===== config.mk =====
export PLATFORM = sky130hd
export DESIGN_NAME = plock_core
export DESIGN_NICKNAME = d
export VERILOG_FILES = /design/src/plock_pkg.sv /design/src/plock_core.sv
export VERILOG_INCLUDE_DIRS = /design/src
export SDC_FILE = /design/constraint.sdc
export NUM_CORES = 1
export LEC_CHECK = 0
export ABC_CLOCK_PERIOD_IN_PS = 4700
export CAP_MARGIN = 20
export CORE_MARGIN = 3
export CORE_UTILIZATION = 51
export CTS_CLUSTER_DIAMETER = 80
export CTS_CLUSTER_SIZE = 28
export DETAILED_ROUTE_END_ITERATION = 8
export DONT_BUFFER_PORTS = 1
export GPL_ROUTABILITY_DRIVEN = 0
export GPL_TIMING_DRIVEN = 0
export PLACE_DENSITY_LB_ADDON = 0.15
export SETUP_SLACK_MARGIN = 0.3
export SYNTH_ARGS = -nofsm -noshare
export SYNTH_HDL_FRONTEND = slang
export SYNTH_SLANG_ARGS = --single-unit
export TNS_END_PERCENT = 100

===== constraint.sdc =====
create_clock -name core_clk -period 4.7 [get_ports core_clk]
set_input_delay 0.94 -clock core_clk [delete_from_list [all_inputs] [get_ports core_clk]]
set_output_delay 0.94 -clock core_clk [all_outputs]
set_load 0.1 [all_outputs]

===== src/plock_params.svh =====
// constants for the pll lock status and reference clock output block
// Operation
// - lock status reads bit 0: one when locked, zero when unlocked
// - lock needs a live input clock, valid configuration and enable set
// - lock stays low until the loop has settled to a stable period
// - output control stays pending until enable goes from zero to one
// - rate field 00 gives predivider rate, 01 gives twice that rate
// - rate field 10 gives four times, 11 gives eight times the rate
// - output enable one drives the pin, zero leaves it undriven
// - enable zero stops the pll clock and idles dependent clocks
// - predivider scales master clock toward the nominal pll input
`ifndef PLOCK_PARAMS_SVH
`define PLOCK_PARAMS_SVH

`define PLOCK_ADDR_W            16
`define PLOCK_DATA_W            16
`define PLOCK_ADDR_CONFIG_A     16'hf000
`define PLOCK_ADDR_CONFIG_B     16'hf001
`define PLOCK_ADDR_SOURCE       16'hf002
`define PLOCK_ADDR_ENABLE       16'hf003
`define PLOCK_ADDR_LOCK         16'hf004
`define PLOCK_ADDR_OUTCTL       16'hf005

`define PLOCK_RESET_WORD        16'h0000
`define PLOCK_LOCK_BIT          0
`define PLOCK_ENABLE_BIT        0
`define PLOCK_SOURCE_BIT        0
`define PLOCK_OUT_EN_BIT        0
`define PLOCK_RATE_LSB          1
`define PLOCK_RATE_MSB          2
`define PLOCK_DIV_LSB           0
`define PLOCK_DIV_MSB           1

`define PLOCK_NOMINAL_IN_KHZ    3072
`define PLOCK_CLK_PERIOD_NS     10
`define PLOCK_MISSING_EDGE_NS   10000
`define PLOCK_MISSING_EDGE_CYC  (`PLOCK_MISSING_EDGE_NS / `PLOCK_CLK_PERIOD_NS)
`define PLOCK_LOCK_PERIODS      16

`endif


===== src/plock_pkg.sv =====
// types shared by the pll lock and reference clock output block
package plock_pkg;
    typedef enum logic [2:0] {
        PLOCK_IDLE    = 3'b001,
        PLOCK_ACQUIRE = 3'b010,
        PLOCK_LOCKED  = 3'b100
    } plock_state_t;

    typedef logic [1:0]  plock_rate_t;
    typedef logic [15:0] plock_word_t;
endpackage : plock_pkg


===== src/plock_core.sv =====
// pll lock status, predivider and reference clock output logic
`timescale 1ns/1ps
`include "plock_params.svh"

module plock_core (
    input  wire logic                      core_clk,
    input  wire logic                      reset,
    input  wire logic [`PLOCK_ADDR_W-1:0]  reg_addr,
    input  wire logic [`PLOCK_DATA_W-1:0]  reg_wdata,
    input  wire logic                      reg_write,
    input  wire logic                      reg_read,
    output logic      [`PLOCK_DATA_W-1:0]  reg_rdata,
    input  wire logic                      master_clock_input_pin,
    output logic                           ref_output_pin_out,
    output logic                           ref_output_pin_oe,
    output logic                           core_clock_source_select,
    output logic                           pll_clock_running,
    output logic                           pll_locked
);

    localparam logic [15:0] MISS_CYC =
        16'(`PLOCK_MISSING_EDGE_CYC);
    localparam logic [4:0]  LOCK_PERIODS = 5'(`PLOCK_LOCK_PERIODS);

    // predivider terminal count for divide by 1, 2, 4 or 8
    function automatic logic [2:0] div_limit(input logic [1:0] code);
        logic [2:0] lim;
        lim = 3'h0;
        unique case (code)
            2'h0: lim = 3'h0;
            2'h1: lim = 3'h1;
            2'h2: lim = 3'h3;
            2'h3: lim = 3'h7;
        endcase
        return lim;
    endfunction : div_limit

    // half output period in core cycles for rate 1x, 2x, 4x, 8x
    function automatic logic [15:0] half_of(input logic [15:0] p,
                                            input plock_pkg::plock_rate_t r);
        logic [15:0] h;
        h = 16'h0000;
        unique case (r)
            2'h0: h = p >> 1;
            2'h1: h = p >> 2;
            2'h2: h = p >> 3;
            2'h3: h = p >> 4;
        endcase
        if (h == 16'h0000) begin
            h = 16'h0001;
        end
        return h;
    endfunction : half_of

    // two periods agree within one core cycle
    function automatic logic close(input logic [15:0] a,
                                   input logic [15:0] b);
        logic [15:0] d;
        d = (a > b) ? (a - b) : (b - a);
        return d <= 16'h0001;
    endfunction : close

    plock_pkg::plock_word_t  config_a_reg;
    logic [1:0]              config_b_div_reg;
    logic                    source_reg;
    logic                    enable_reg;
    logic [2:0]              outctl_pend_reg;
    logic [1:0]              act_div_reg;
    logic                    act_source_reg;
    logic                    act_valid_reg;
    plock_pkg::plock_rate_t  act_rate_reg;
    logic                    act_out_en_reg;
    logic                    mclk_prev_reg;
    logic [2:0]              pre_cnt_reg;
    logic [15:0]             per_cnt_reg;
    logic [15:0]             period_reg;
    logic [15:0]             gap_cnt_reg;
    logic [4:0]              stable_cnt_reg;
    logic [4:0]              stable_cnt_next;
    plock_pkg::plock_state_t state_reg;
    plock_pkg::plock_state_t state_next;
    logic [15:0]             out_cnt_reg;
    logic                    pin_reg;
    logic                    oe_reg;
    logic [`PLOCK_DATA_W-1:0] rdata_reg;

    logic wr_enable;
    logic disable_wr;
    logic enable_rise;
    logic mclk_rise;
    logic pre_tick;
    logic clock_lost;
    logic period_ok;
    logic [15:0] new_period;
    logic [15:0] half_period;

    assign wr_enable   = reg_write && (reg_addr == `PLOCK_ADDR_ENABLE);
    assign disable_wr  = wr_enable && !reg_wdata[`PLOCK_ENABLE_BIT];
    assign enable_rise = wr_enable && reg_wdata[`PLOCK_ENABLE_BIT]
                         && !enable_reg;
    assign mclk_rise   = master_clock_input_pin && !mclk_prev_reg;
    assign pre_tick    = enable_reg && mclk_rise
                         && (pre_cnt_reg == div_limit(act_div_reg));
    assign clock_lost  = (gap_cnt_reg >= MISS_CYC);
    assign new_period  = per_cnt_reg + 16'h0001;
    assign period_ok   = close(new_period, period_reg);
    assign half_period = half_of(period_reg, act_rate_reg);

    // software configuration registers
    always_ff @(posedge core_clk or posedge reset) begin
        if (reset) begin
            config_a_reg     <= `PLOCK_RESET_WORD;
            config_b_div_reg <= 2'h0;
            source_reg       <= 1'b0;
            enable_reg       <= 1'b0;
            outctl_pend_reg  <= 3'h0;
        end else if (reg_write) begin
            unique case (reg_addr)
                `PLOCK_ADDR_CONFIG_A: config_a_reg <= reg_wdata;
                `PLOCK_ADDR_CONFIG_B: config_b_div_reg <=
                    reg_wdata[`PLOCK_DIV_MSB:`PLOCK_DIV_LSB];
                `PLOCK_ADDR_SOURCE: source_reg <=
                    reg_wdata[`PLOCK_SOURCE_BIT];
                `PLOCK_ADDR_ENABLE: enable_reg <=
                    reg_wdata[`PLOCK_ENABLE_BIT];
                `PLOCK_ADDR_OUTCTL: outctl_pend_reg <=
                    reg_wdata[`PLOCK_RATE_MSB:0];
                default: ;
            endcase
        end
    end

    // settings become active only on enable rising
    always_ff @(posedge core_clk or posedge reset) begin
        if (reset) begin
            act_div_reg    <= 2'h0;
            act_source_reg <= 1'b0;
            act_valid_reg  <= 1'b0;
            act_rate_reg   <= 2'h0;
            act_out_en_reg <= 1'b0;
        end else if (enable_rise) begin
            act_div_reg    <= config_b_div_reg;
            act_source_reg <= source_reg;
            act_valid_reg  <= (config_a_reg != `PLOCK_RESET_WORD);
            act_rate_reg   <= outctl_pend_reg[`PLOCK_RATE_MSB:
                                              `PLOCK_RATE_LSB];
            act_out_en_reg <= outctl_pend_reg[`PLOCK_OUT_EN_BIT];
        end
    end

    // master clock edge detect and missing edge watch
    always_ff @(posedge core_clk or posedge reset) begin
        if (reset) begin
            mclk_prev_reg <= 1'b0;
            gap_cnt_reg   <= 16'h0000;
        end else begin
            mclk_prev_reg <= master_clock_input_pin;
            if (mclk_rise) begin
                gap_cnt_reg <= 16'h0000;
            end else if (!clock_lost) begin
                gap_cnt_reg <= gap_cnt_reg + 16'h0001;
            end
        end
    end

    // predivider of the master clock
    always_ff @(posedge core_clk or posedge reset) begin
        if (reset) begin
            pre_cnt_reg <= 3'h0;
        end else if (!enable_reg) begin
            pre_cnt_reg <= 3'h0;
        end else if (pre_tick) begin
            pre_cnt_reg <= 3'h0;
        end else if (mclk_rise) begin
            pre_cnt_reg <= pre_cnt_reg + 3'h1;
        end
    end

    // predivided period in core cycles
    always_ff @(posedge core_clk or posedge reset) begin
        if (reset) begin
            per_cnt_reg <= 16'h0000;
            period_reg  <= 16'h0000;
        end else if (!enable_reg || clock_lost) begin
            per_cnt_reg <= 16'h0000;
            period_reg  <= 16'h0000;
        end else if (pre_tick) begin
            per_cnt_reg <= 16'h0000;
            period_reg  <= new_period;
        end else if (per_cnt_reg != 16'hffff) begin
            per_cnt_reg <= per_cnt_reg + 16'h0001;
        end
    end

    // lock acquisition
    always_comb begin
        state_next      = state_reg;
        stable_cnt_next = stable_cnt_reg;
        unique case (state_reg)
            plock_pkg::PLOCK_IDLE: begin
                stable_cnt_next = 5'h00;
                if (enable_reg && act_valid_reg && !clock_lost) begin
                    state_next = plock_pkg::PLOCK_ACQUIRE;
                end
            end
            plock_pkg::PLOCK_ACQUIRE: begin
                if (clock_lost) begin
                    stable_cnt_next = 5'h00;
                end else if (pre_tick) begin
                    if (!period_ok) begin
                        stable_cnt_next = 5'h00;
                    end else if (stable_cnt_reg + 5'h01 >= LOCK_PERIODS) begin
                        state_next = plock_pkg::PLOCK_LOCKED;
                    end else begin
                        stable_cnt_next = stable_cnt_reg + 5'h01;
                    end
                end
            end
            plock_pkg::PLOCK_LOCKED: begin
                stable_cnt_next = 5'h00;
                if (clock_lost || (pre_tick && !period_ok)) begin
                    state_next = plock_pkg::PLOCK_ACQUIRE;
                end
            end
        endcase
        if (!enable_reg || !act_valid_reg || disable_wr) begin
            state_next      = plock_pkg::PLOCK_IDLE;
            stable_cnt_next = 5'h00;
        end
    end

    always_ff @(posedge core_clk or posedge reset) begin
        if (reset) begin
            state_reg      <= plock_pkg::PLOCK_IDLE;
            stable_cnt_reg <= 5'h00;
        end else begin
            state_reg      <= state_next;
            stable_cnt_reg <= stable_cnt_next;
        end
    end

    // reference clock synthesis from the locked period
    always_ff @(posedge core_clk or posedge reset) begin
        if (reset) begin
            out_cnt_reg <= 16'h0000;
            pin_reg     <= 1'b0;
        end else if (state_reg != plock_pkg::PLOCK_LOCKED) begin
            out_cnt_reg <= 16'h0000;
            pin_reg     <= 1'b0;
        end else if (out_cnt_reg + 16'h0001 >= half_period) begin
            out_cnt_reg <= 16'h0000;
            pin_reg     <= !pin_reg;
        end else begin
            out_cnt_reg <= out_cnt_reg + 16'h0001;
        end
    end

    always_ff @(posedge core_clk or posedge reset) begin
        if (reset) begin
            oe_reg <= 1'b0;
        end else begin
            oe_reg <= act_out_en_reg;
        end
    end

    // register read port, data one cycle after strobe
    always_ff @(posedge core_clk or posedge reset) begin
        if (reset) begin
            rdata_reg <= `PLOCK_RESET_WORD;
        end else if (reg_read) begin
            unique case (reg_addr)
                `PLOCK_ADDR_CONFIG_A: rdata_reg <= config_a_reg;
                `PLOCK_ADDR_CONFIG_B: rdata_reg <= {14'h0000,
                                                    config_b_div_reg};
                `PLOCK_ADDR_SOURCE:   rdata_reg <= {15'h0000, source_reg};
                `PLOCK_ADDR_ENABLE:   rdata_reg <= {15'h0000, enable_reg};
                `PLOCK_ADDR_LOCK:     rdata_reg <= {15'h0000,
                    state_reg == plock_pkg::PLOCK_LOCKED};
                `PLOCK_ADDR_OUTCTL:   rdata_reg <= {13'h0000,
                                                    outctl_pend_reg};
                default:              rdata_reg <= `PLOCK_RESET_WORD;
            endcase
        end else begin
            rdata_reg <= `PLOCK_RESET_WORD;
        end
    end

    assign reg_rdata                = rdata_reg;
    assign ref_output_pin_out       = pin_reg;
    assign ref_output_pin_oe        = oe_reg;
    assign core_clock_source_select = act_source_reg;
    assign pll_clock_running        = pll_running(enable_reg,
                                                  act_valid_reg);
    assign pll_locked               = (state_reg == plock_pkg::PLOCK_LOCKED);

    // pll considered running whenever enabled with valid settings
    function automatic logic pll_running(input logic en,
                                         input logic valid);
        return en && valid;
    endfunction : pll_running

endmodule : plock_core


======== After elaboration in Yosys (flattened, before gate mapping) ========
Index checks and enable logic that the tools add are counted.
operators by class
  equality and inequality tests ........... 28
  order comparisons ....................... 5
  reductions and logical operators ........ 36
  multiplexer cells ....................... 34
  add/sub/neg operators ................... 7
operators by type and width
  cell                   count
  $mux 16                12
  $eq 16x16->1 const B   6
  $pmux 16 s6            1
  $pmux 16 s4            1
  $add 16x1->16 const B  3
  $sub 16x16->16         2
  $mux 3                 10
  $mux 5                 5
  $ne 3x3->1 const B     6
  $ge 16x10->1 const B   1
  $ge 16x16->1           1
  $gt 16x16->1           1
  $le 16x1->1 const B    1
  $logic_not 16->1       1
  $ne 16x16->1 const B   1
  $reduce_bool 16->1     1
  $pmux 3 s4             1
  $reduce_and 2->1       6
  $logic_and 1x1->1      10
  $pmux 5 s2             1
  $pmux 3 s3             1
  $eq 2x2->1 const B     4
  $logic_not 1->1        7
  $ne 3x1->1 const B     2
  other kinds (18)       25
word-level totals
  bits of input ports ..................... 37
  output and inout port bits .............. 21
  word-level logic and storage cells ...... 131
  flip-flop bits (word level) ............. 124

======== Longest topological paths before layout ========
Gate-level depths: netlist of the first run.
  word-level depth ........................ 10
  gate-level depth with buffers ........... 21
  gate-level depth less buffers ........... 19

======== Worst setup path before layout of the first run ========
OpenSTA, ideal clock, no wires.
  kind .................................... register to register
  start ................................... register per_cnt_reg[5]
  end ..................................... register stable_cnt_reg[3]
  required time ........................... 4576 ps
  period minus slack after synthesis ...... 4301 ps
  arrival time ............................ 4177 ps
  cell stages (with the launch flop) ...... 20
  buffers on the path ..................... 0
  slack ................................... 399 ps
  setup time .............................. 124 ps
  path through ............................ dfrtp_1 and3_1 and3_1 nand3_1 nor3_1 nand3_1 xor2_1 inv_1 ha_1 o21a_1 a21oi_1 a21o_1 a31oi_1 a21boi_0 o21a_1 nor4b_4 nand4_2 a21boi_4 nor4_1 a211o_1
between the ends
  word-level cells in the longest chain between the ends .. 9
  elaborated cells between the ends (all ways) .. 13
  classes of those cells .................. 3 x add/sub; 2 x order compare; 1 x eq/ne; 6 x mux; 1 x reduce/logical
RTL lines
  element                                         line               source
  start: declaration                              plock_core.sv:75   logic [15:0] per_cnt_reg;
  start signal: assignment                        plock_core.sv:191  per_cnt_reg <= per_cnt_reg + 16'h0001;
  $add 16x1->16 (*)                               plock_core.sv:105  assign new_period = per_cnt_reg + 16'h0001;
  $sub 16x16->16 or $gt 16x16->1 (tied branches)  plock_core.sv:59   d = (a > b) ? (a - b) : (b - a);
  $mux 16 (*)                                     plock_core.sv:59
  $le 16x1->1 (*)                                 plock_core.sv:60   return d <= 16'h0001;
  $mux 5                                          plock_core.sv:210  if (!period_ok) begin
  $mux 5                                          plock_core.sv:209  end else if (pre_tick) begin
  $mux 5                                          plock_core.sv:207  if (clock_lost) begin
  $pmux 5 s2                                      plock_core.sv:199  unique case (state_reg)
  $mux 5                                          plock_core.sv:226  if (!enable_reg || !act_valid_reg || disable_wr) begin
  end signal: assignment                          plock_core.sv:238  stable_cnt_reg <= stable_cnt_next;
  end: declaration                                plock_core.sv:78   logic [4:0] stable_cnt_reg;
Mark *: on every way between the ends. The rest lies on a longest branch, timed or not. The select of a mux whose other input is x is not followed.
A chain may end at the register's enable or synchronous reset.

======== Worst setup path after layout of the first run ========
Ends and elaborated chain as after synthesis.

==> run metrics, run 1 <==
PwrDens=approximately 260 mW/mm2; Finished Cell Area=roughly 0.0095 mm2; gate count of the mapped netlist=825; Sequential Power Share=between 40% and 50%; status=complete, no violations; worst vdd ir=about 0.27 mV; drc violations=0; drt pass-1 iters=6; CTS clk-pin slew, worst paths=60 ps; count of different cell masters after synthesis=75; Crit-path slowest cell=dfrtp_1; RSZ-0062 raised after global routing=yes; Clock Skew=about 17 ps; synth warn=0; first-pass GRT wire length=31600 um; Syn Area/Cell=between 9 and 10 um2; CTS buffer count=17; Startpoint Class=flip-flop; Leak=around 4.5 nW; clk sink count=124; Req. time, crit path=5000 ps; DRT Wirelength=just under 20000 um; Core Rows=44; Layout Nets=between 900 and 1000; layout cells sized above 1=a little over a fifth; CTS tree=done; Internal=1.93 mW; Slew Viols, Final=0; Post-synth ARST share=100%; Ports=58; CTS Buffer Depth=2; filler cell count=between 1000 and 1500; fin crit share=93.4%; final hold viol count=0; Congestion Overflow GR=0; overall die area=around 0.017 mm2; CP cell instances=and3_4 -> and3_4 -> nand3_4 -> nor3_4 -> nand3_2 -> xor2_2 -> inv_2 -> ha_4 -> o21a_1 -> a21oi_4 -> a21o_1 -> a31oi_4 -> and3_4 -> o21a_1 -> nor4b_4 -> buf_4 -> nand4_4 -> a21boi_4 -> nor4_2 -> a211o_1; Die Y=between 100 and 150 um; CP max FO=7; Post-synth top flop=dfrtp_1; R2R cell count=20; Slew @ Worst Pin=998 ps; sequential share of the synthesized area=39.5%; most frequent cells in the layout=dfrtp_1, nand2_1, a21oi_1; number of port buffers=0; Initial Utilization=~53%; largest net degree at the start of global routing=between 90 and 100; P_sw=0.539 mW; antenna violations before repair=0; placed wire-length estimate=approximately 14000 um; pre-CTS setup slack=-424 ps; clock share of power=53.1%; most frequent CP cell=and3_4; CP Class=reg2reg; DR WL/cell=around 18 um; Power Total=~2.5 mW; EDFF count, synth=0; Setup-failing EPs final=0; Worst Setup Slack, final=between 300 and 400 ps; CP peak stage delay=about 400 ps; # diodes=0; combinational share of power=under 10%; Clock Latency Late Sink=around 420 ps; vias in the first global route=between 6000 and 7000; flops & latches, synth=around 120; Vias/cell=slightly above 6; R2R setup slack=between 300 and 400 ps; Netlist Area Pre-Place=roughly 0.008 mm2; CTS root buf=clkbuf_16; Cell Area, Placed=roughly 0.0081 mm2; core area=0.0148 mm2; H-tree Lvls=4; Synth-to-Final Area Change=20.6%; final hold slack=about 340 ps; Starting DRT DRC Count=~550; min cycle time layout=4390 ps; Worst R2R End=stable_cnt_reg[3]$_DFFE_PP0P_; reg2reg start=per_cnt_reg[5]$_DFFE_PP0P_; cts hold-fix bufs=0; Max-Cap Viols=0; worst path arrival time=approximately 4700 ps; Syn Nets=just over 900; Hold WC Path Type=in2async; commonest non-fill, non-tap cell in the layout=dfrtp_1; post-route ant nets=0; chip width=~130 um; Max transition margin=about a third; total number of vias=roughly 6600; Max Freq=0.228 GHz; Sw Ratio=a little over a fifth; CP Capture Type=flip-flop; placed cell count=a little over 1000; non-filler cells, final=1074; GR Util All Layers=a little under a quarter
## timing repair
item	in CTS	in global routing
gates resized for setup	43	70
pin swaps	11	28
setup buffers	10	20
endpoints found under the setup margin	23	23
hold endpoints to repair	0	0
## worst max-delay path, delay by kind of cell (launching register included)
kind	cells	cell delay, ps
flip-flops	1	400
XOR/XNOR	1	210
AND/OR/NAND/NOR	9	1670
buffers and inverters	2	270
AO/OA/AOI/OAI	7	1450
adder cells (fa/ha/maj)	1	260
## synthesized netlist by cell type, types with 6 or more instances
cell | count | area [um2]
a21o_1 | 17 | 128
a21oi_1 | 55 | 275
and2_1 | 20 | 125
and3_1 | 24 | 150
buf_2 | 6 | 30.0
clkbuf_1 | 19 | 71.3
dfrtp_1 | 123 | 3080
ha_1 | 52 | 651
inv_1 | 48 | 180
mux2_2 | 29 | 327
mux2i_1 | 17 | 170
nand2_1 | 65 | 244
nand2b_1 | 7 | 43.8
nand3_1 | 28 | 140
nand4_1 | 17 | 106
nor2_1 | 50 | 188
nor2b_1 | 15 | 93.8
nor3_1 | 12 | 60.1
nor4_1 | 12 | 75.1
o21ai_0 | 35 | 175
o22ai_1 | 19 | 119
xnor2_1 | 20 | 175
xor2_1 | 28 | 245
## kinds of logic (layout without fill, tap and decap cells)
group                    count (synthesis)  count (layout)  synth area share, %
AND/OR/NAND/NOR                        286             286                 19.7
AO/OA/AOI/OAI                          185             185                 15.9
flip-flops                             124             124                 39.5
buffers and inverters                   80             145                 4.03
adder cells (fa/ha/maj)                 54              54                 8.80
XOR/XNOR                                48              48                 5.35
multiplexers                            47              47                 6.61
other                                    1               1               0.0478
## area by class of cell
| type | instances | area (um2) | area share, % |
|---|---|---|---|
| Buffer | 31 | 160 | 1.69 |
| Clock buffer | 17 | 425 | 4.49 |
| Clock inverter | 14 | 169 | 1.78 |
| Inverter | 49 | 189 | 2.00 |
| Multi-Input combinational cell | 621 | 4870 | 51.5 |
| Sequential cell | 124 | 3110 | 32.8 |
| Tap cell | 184 | 230 | 2.43 |
| Timing Repair Buffer | 34 | 313 | 3.30 |
## worst max path at each step
stage | from | end | slack [ps]
6_report | per_cnt_reg[5]$_DFFE_PP0P_ | stable_cnt_reg[3]$_DFFE_PP0P_ | 310
5_1_grt | per_cnt_reg[5]$_DFFE_PP0P_ | stable_cnt_reg[1]$_DFFE_PP0P_ | 60
4_1_cts | per_cnt_reg[0]$_DFFE_PP0P_ | stable_cnt_reg[3]$_DFFE_PP0P_ | 280
3_5_place_dp | per_cnt_reg[5]$_DFFE_PP0P_ | stable_cnt_reg[3]$_DFFE_PP0P_ | -420
3_3_place_gp | reset | stable_cnt_reg[2]$_DFFE_PP0P_ | -670
2_1_floorplan | per_cnt_reg[5]$_DFFE_PP0P_ | stable_cnt_reg[3]$_DFFE_PP0P_ | 400
## through the flow
stage / setup TNS [ps] / util [%]
finish: 0 / 63.9
global route: 0 / 63.9
CTS: 0 / 60.9
detailed placement: -6500 / 55.0
global placement: -84210 / 54.6
floorplan: 0 / -
## per-layer routing
layer,GRT usage (%),vias up,wire length [um]
met1,31.0,3262,8610
met2,38.9,212,9820
met3,4.75,34,902
met4,7.03,0,303
li1,-,3073,-
met5,0,-,0
## power by group through the flow
stage / clock (mW) / combinational, mW / sequential [mW]
after global placement: 0 / 0.0567 / 1.11
final: 1.31 / 0.0623 / 1.10
after global routing: 1.39 / 0.0727 / 1.10
after detailed placement: 0 / 0.0631 / 1.11
after floorplan: 0 / 0.0475 / 1.11
after CTS: 1.33 / 0.0641 / 1.10
No activity file was read; power rests on OpenSTA's default activity.
==> run 2, diff against run 1 <==
ABC_CLOCK_PERIOD_IN_PS = 4600   (was 4700)
clock period = 4.6 ns   (was 4.7 ns; I/O delays follow)
==> run 2 against run 1 <==
Against the previous run: combinational power up 3.7%; die area stayed put; clock skew shrank 9.7 ps; global-route usage is 0.66 points higher; count of clock-buffer cells in the layout increased by 2; flip-flop and latch count unchanged; via count grew 0.35%; critical path type unchanged; wire length up 2.0%; hold slack got worse by 31 ps; maximum frequency rose by 1.8%; first-iteration DRC count is 11% lower; critical endpoint is now stable_cnt_reg[2]$_DFFE_PP0P_.
==> run metrics, run 2 (synthesis results as in run 1) <==
CP max FO=7 (unchanged); layout cells sized above 1=23.8% (+2.6 points); reg2reg start=per_cnt_reg[6]$_DFFE_PP0P_; clk sink count=124 (unchanged); Slew @ Worst Pin=995 ps (-3.19 ps); CP Class=reg2reg; CP Capture Type=flip-flop; RSZ-0062 raised after global routing=yes; CTS Buffer Depth=2 (unchanged); worst vdd ir=0.331 mV (+22%); final hold slack=313 ps (-31.1 ps); Clock Latency Late Sink=420 ps (about the same); Synth-to-Final Area Change=23.3%; most frequent cells in the layout=dfrtp_1, nand2_1, a21oi_1; Clock Skew=7.18 ps (-9.67 ps); Startpoint Class=flip-flop; CTS clk-pin slew, worst paths=60 ps (about the same); Die Y=130 um (unchanged); drc violations=0 (unchanged); Starting DRT DRC Count=487 (-11%); Max Freq=0.232 GHz (+1.8%); Critical path origin=per_cnt_reg[6]$_DFFE_PP0P_; CTS root buf=clkbuf_16; core area=0.0148 mm2 (unchanged); final hold viol count=0 (unchanged); Max-Cap Viols=0 (unchanged); fin crit share=93.7% (+0.34 points); Layout Nets=979 (+1.0%); largest net degree at the start of global routing=100 (+1.0%); commonest non-fill, non-tap cell in the layout=dfrtp_1; Ports=58 (unchanged); H-tree Lvls=4 (unchanged); Slew Viols, Final=0 (unchanged); antenna violations before repair=0 (unchanged); CP peak stage delay=550 ps (+150 ps); post-route ant nets=0 (unchanged); DR WL/cell=18.5 um (+0.96%); Hold WC Path Type=in2async; CP delay by family, top=simple AND/OR/NAND/NOR gates; CTS tree=done; Power Total=2.54 mW (+2.7%); drt pass-1 iters=5 (-1); Cell Area, Placed=0.00816 mm2 (+0.17%); status=complete, no violations; DRT Wirelength=20000 um (+2.0%); worst path arrival time=4670 ps (-20 ps); fin util=65.4% (+1.4 points); Max transition margin=33.7% (+0.21 points); Vias/cell=6.09 (-0.67%); Initial Utilization=53.0% (unchanged); pre-CTS setup slack=-437 ps (-12.8 ps); # diodes=0 (unchanged); Worst Setup Slack, final=289 ps (-22.2 ps); Crit-path slowest cell=or4b_1; PwrDens=262 mW/mm2 (+0.46%); placed wire-length estimate=13800 um (-0.66%); first-pass GRT wire length=32400 um (+2.3%); Req. time, crit path=4960 ps (-40 ps); GR Util All Layers=24.0% (+0.66 points); total number of vias=6604 (+0.35%); Congestion Overflow GR=0 (unchanged); chip width=130 um (unchanged); Leak=4.62 nW (+2.6%); overall die area=0.0169 mm2 (unchanged); vias in the first global route=6619 (+3.0%); CTS buffer count=17 (unchanged); Setup-failing EPs final=0 (unchanged); Finished Cell Area=0.00968 mm2 (+2.2%); Core Rows=44 (unchanged); most frequent CP cell=and3_4; Worst Path Buf+Inv=3 (+1); number of port buffers=0 (unchanged); CP cell instances=and3_4 -> and3_4 -> nand3_4 -> nor3_4 -> buf_4 -> xnor2_2 -> inv_2 -> ha_4 -> nand4_1 -> nor4_2 -> a21o_1 -> a31oi_4 -> and3_4 -> o21a_1 -> nor4b_4 -> buf_4 -> nand4_4 -> or4b_1 -> nand2_1; min cycle time layout=4310 ps (-77.8 ps)
[run 2: cell count changes in the layout (fill, tap and decap cells not counted), sizes merged]
cell      change
buf          +13
bufinv        -1
clkbuf        -1
clkinv        -2
clkinvlp      -3
inv           +5
[run 2: cell type report]
class / instances / area [um2]
Multi-Input combinational cell: 621 / 4960
Sequential cell: 124 / 3110
Clock inverter: 13 / 154
Tap cell: 184 / 230
Clock buffer: 19 / 443
Buffer: 31 / 186
Inverter: 49 / 189
Timing Repair Buffer: 44 / 403
Fill cell: 1138 / 5130
[run 2: final timing paths]
path	endpoint	slack [ps]	depth (start not counted)
setup / recovery	stable_cnt_reg[2]$_DFFE_PP0P_	290	19
hold / removal	reg_rdata[9]$_DFF_PP0_	310	1
setup reg to reg	stable_cnt_reg[2]$_DFFE_PP0P_	290	19
hold reg to reg	ref_output_pin_oe$_DFF_PP0_	370	0
max in group asynchronous	state_reg[0]$_DFFE_PP1P_	3510	2
min in group core_clk	ref_output_pin_oe$_DFF_PP0_	370	0
[run 2: where the power goes]
part | switching, mW | internal, mW | total [mW]
Sequential | 0.0155 | 1.10 | 1.12
Combinational | 0.0442 | 0.0203 | 0.0646
Clock | 0.527 | 0.825 | 1.35
[run 2: metal layers]
layer | vias up | share of wire (%) | GRT usage, %
met5 | - | 0 | 0
met4 | 0 | 1.9 | 8.13
met3 | 36 | 5.1 | 5.16
met2 | 210 | 50 | 40.2
met1 | 3254 | 43 | 31.1
li1 | 3104 | - | -
[run 2: timing repair]
item,in CTS,in global routing
buffers inserted,16,25
pin swaps,21,37
endpoints found under the setup margin,23,20
hold buffers,0,0
resized for setup,60,79
[run 2: stage by stage]
stage / TNS (ps) / cells
finish: 0 / 1085
global route: 0 / 1085
CTS: 0 / 1060
detailed placement: -6040 / 1012
global placement: -92190 / 1009
floorplan: 0 / 825
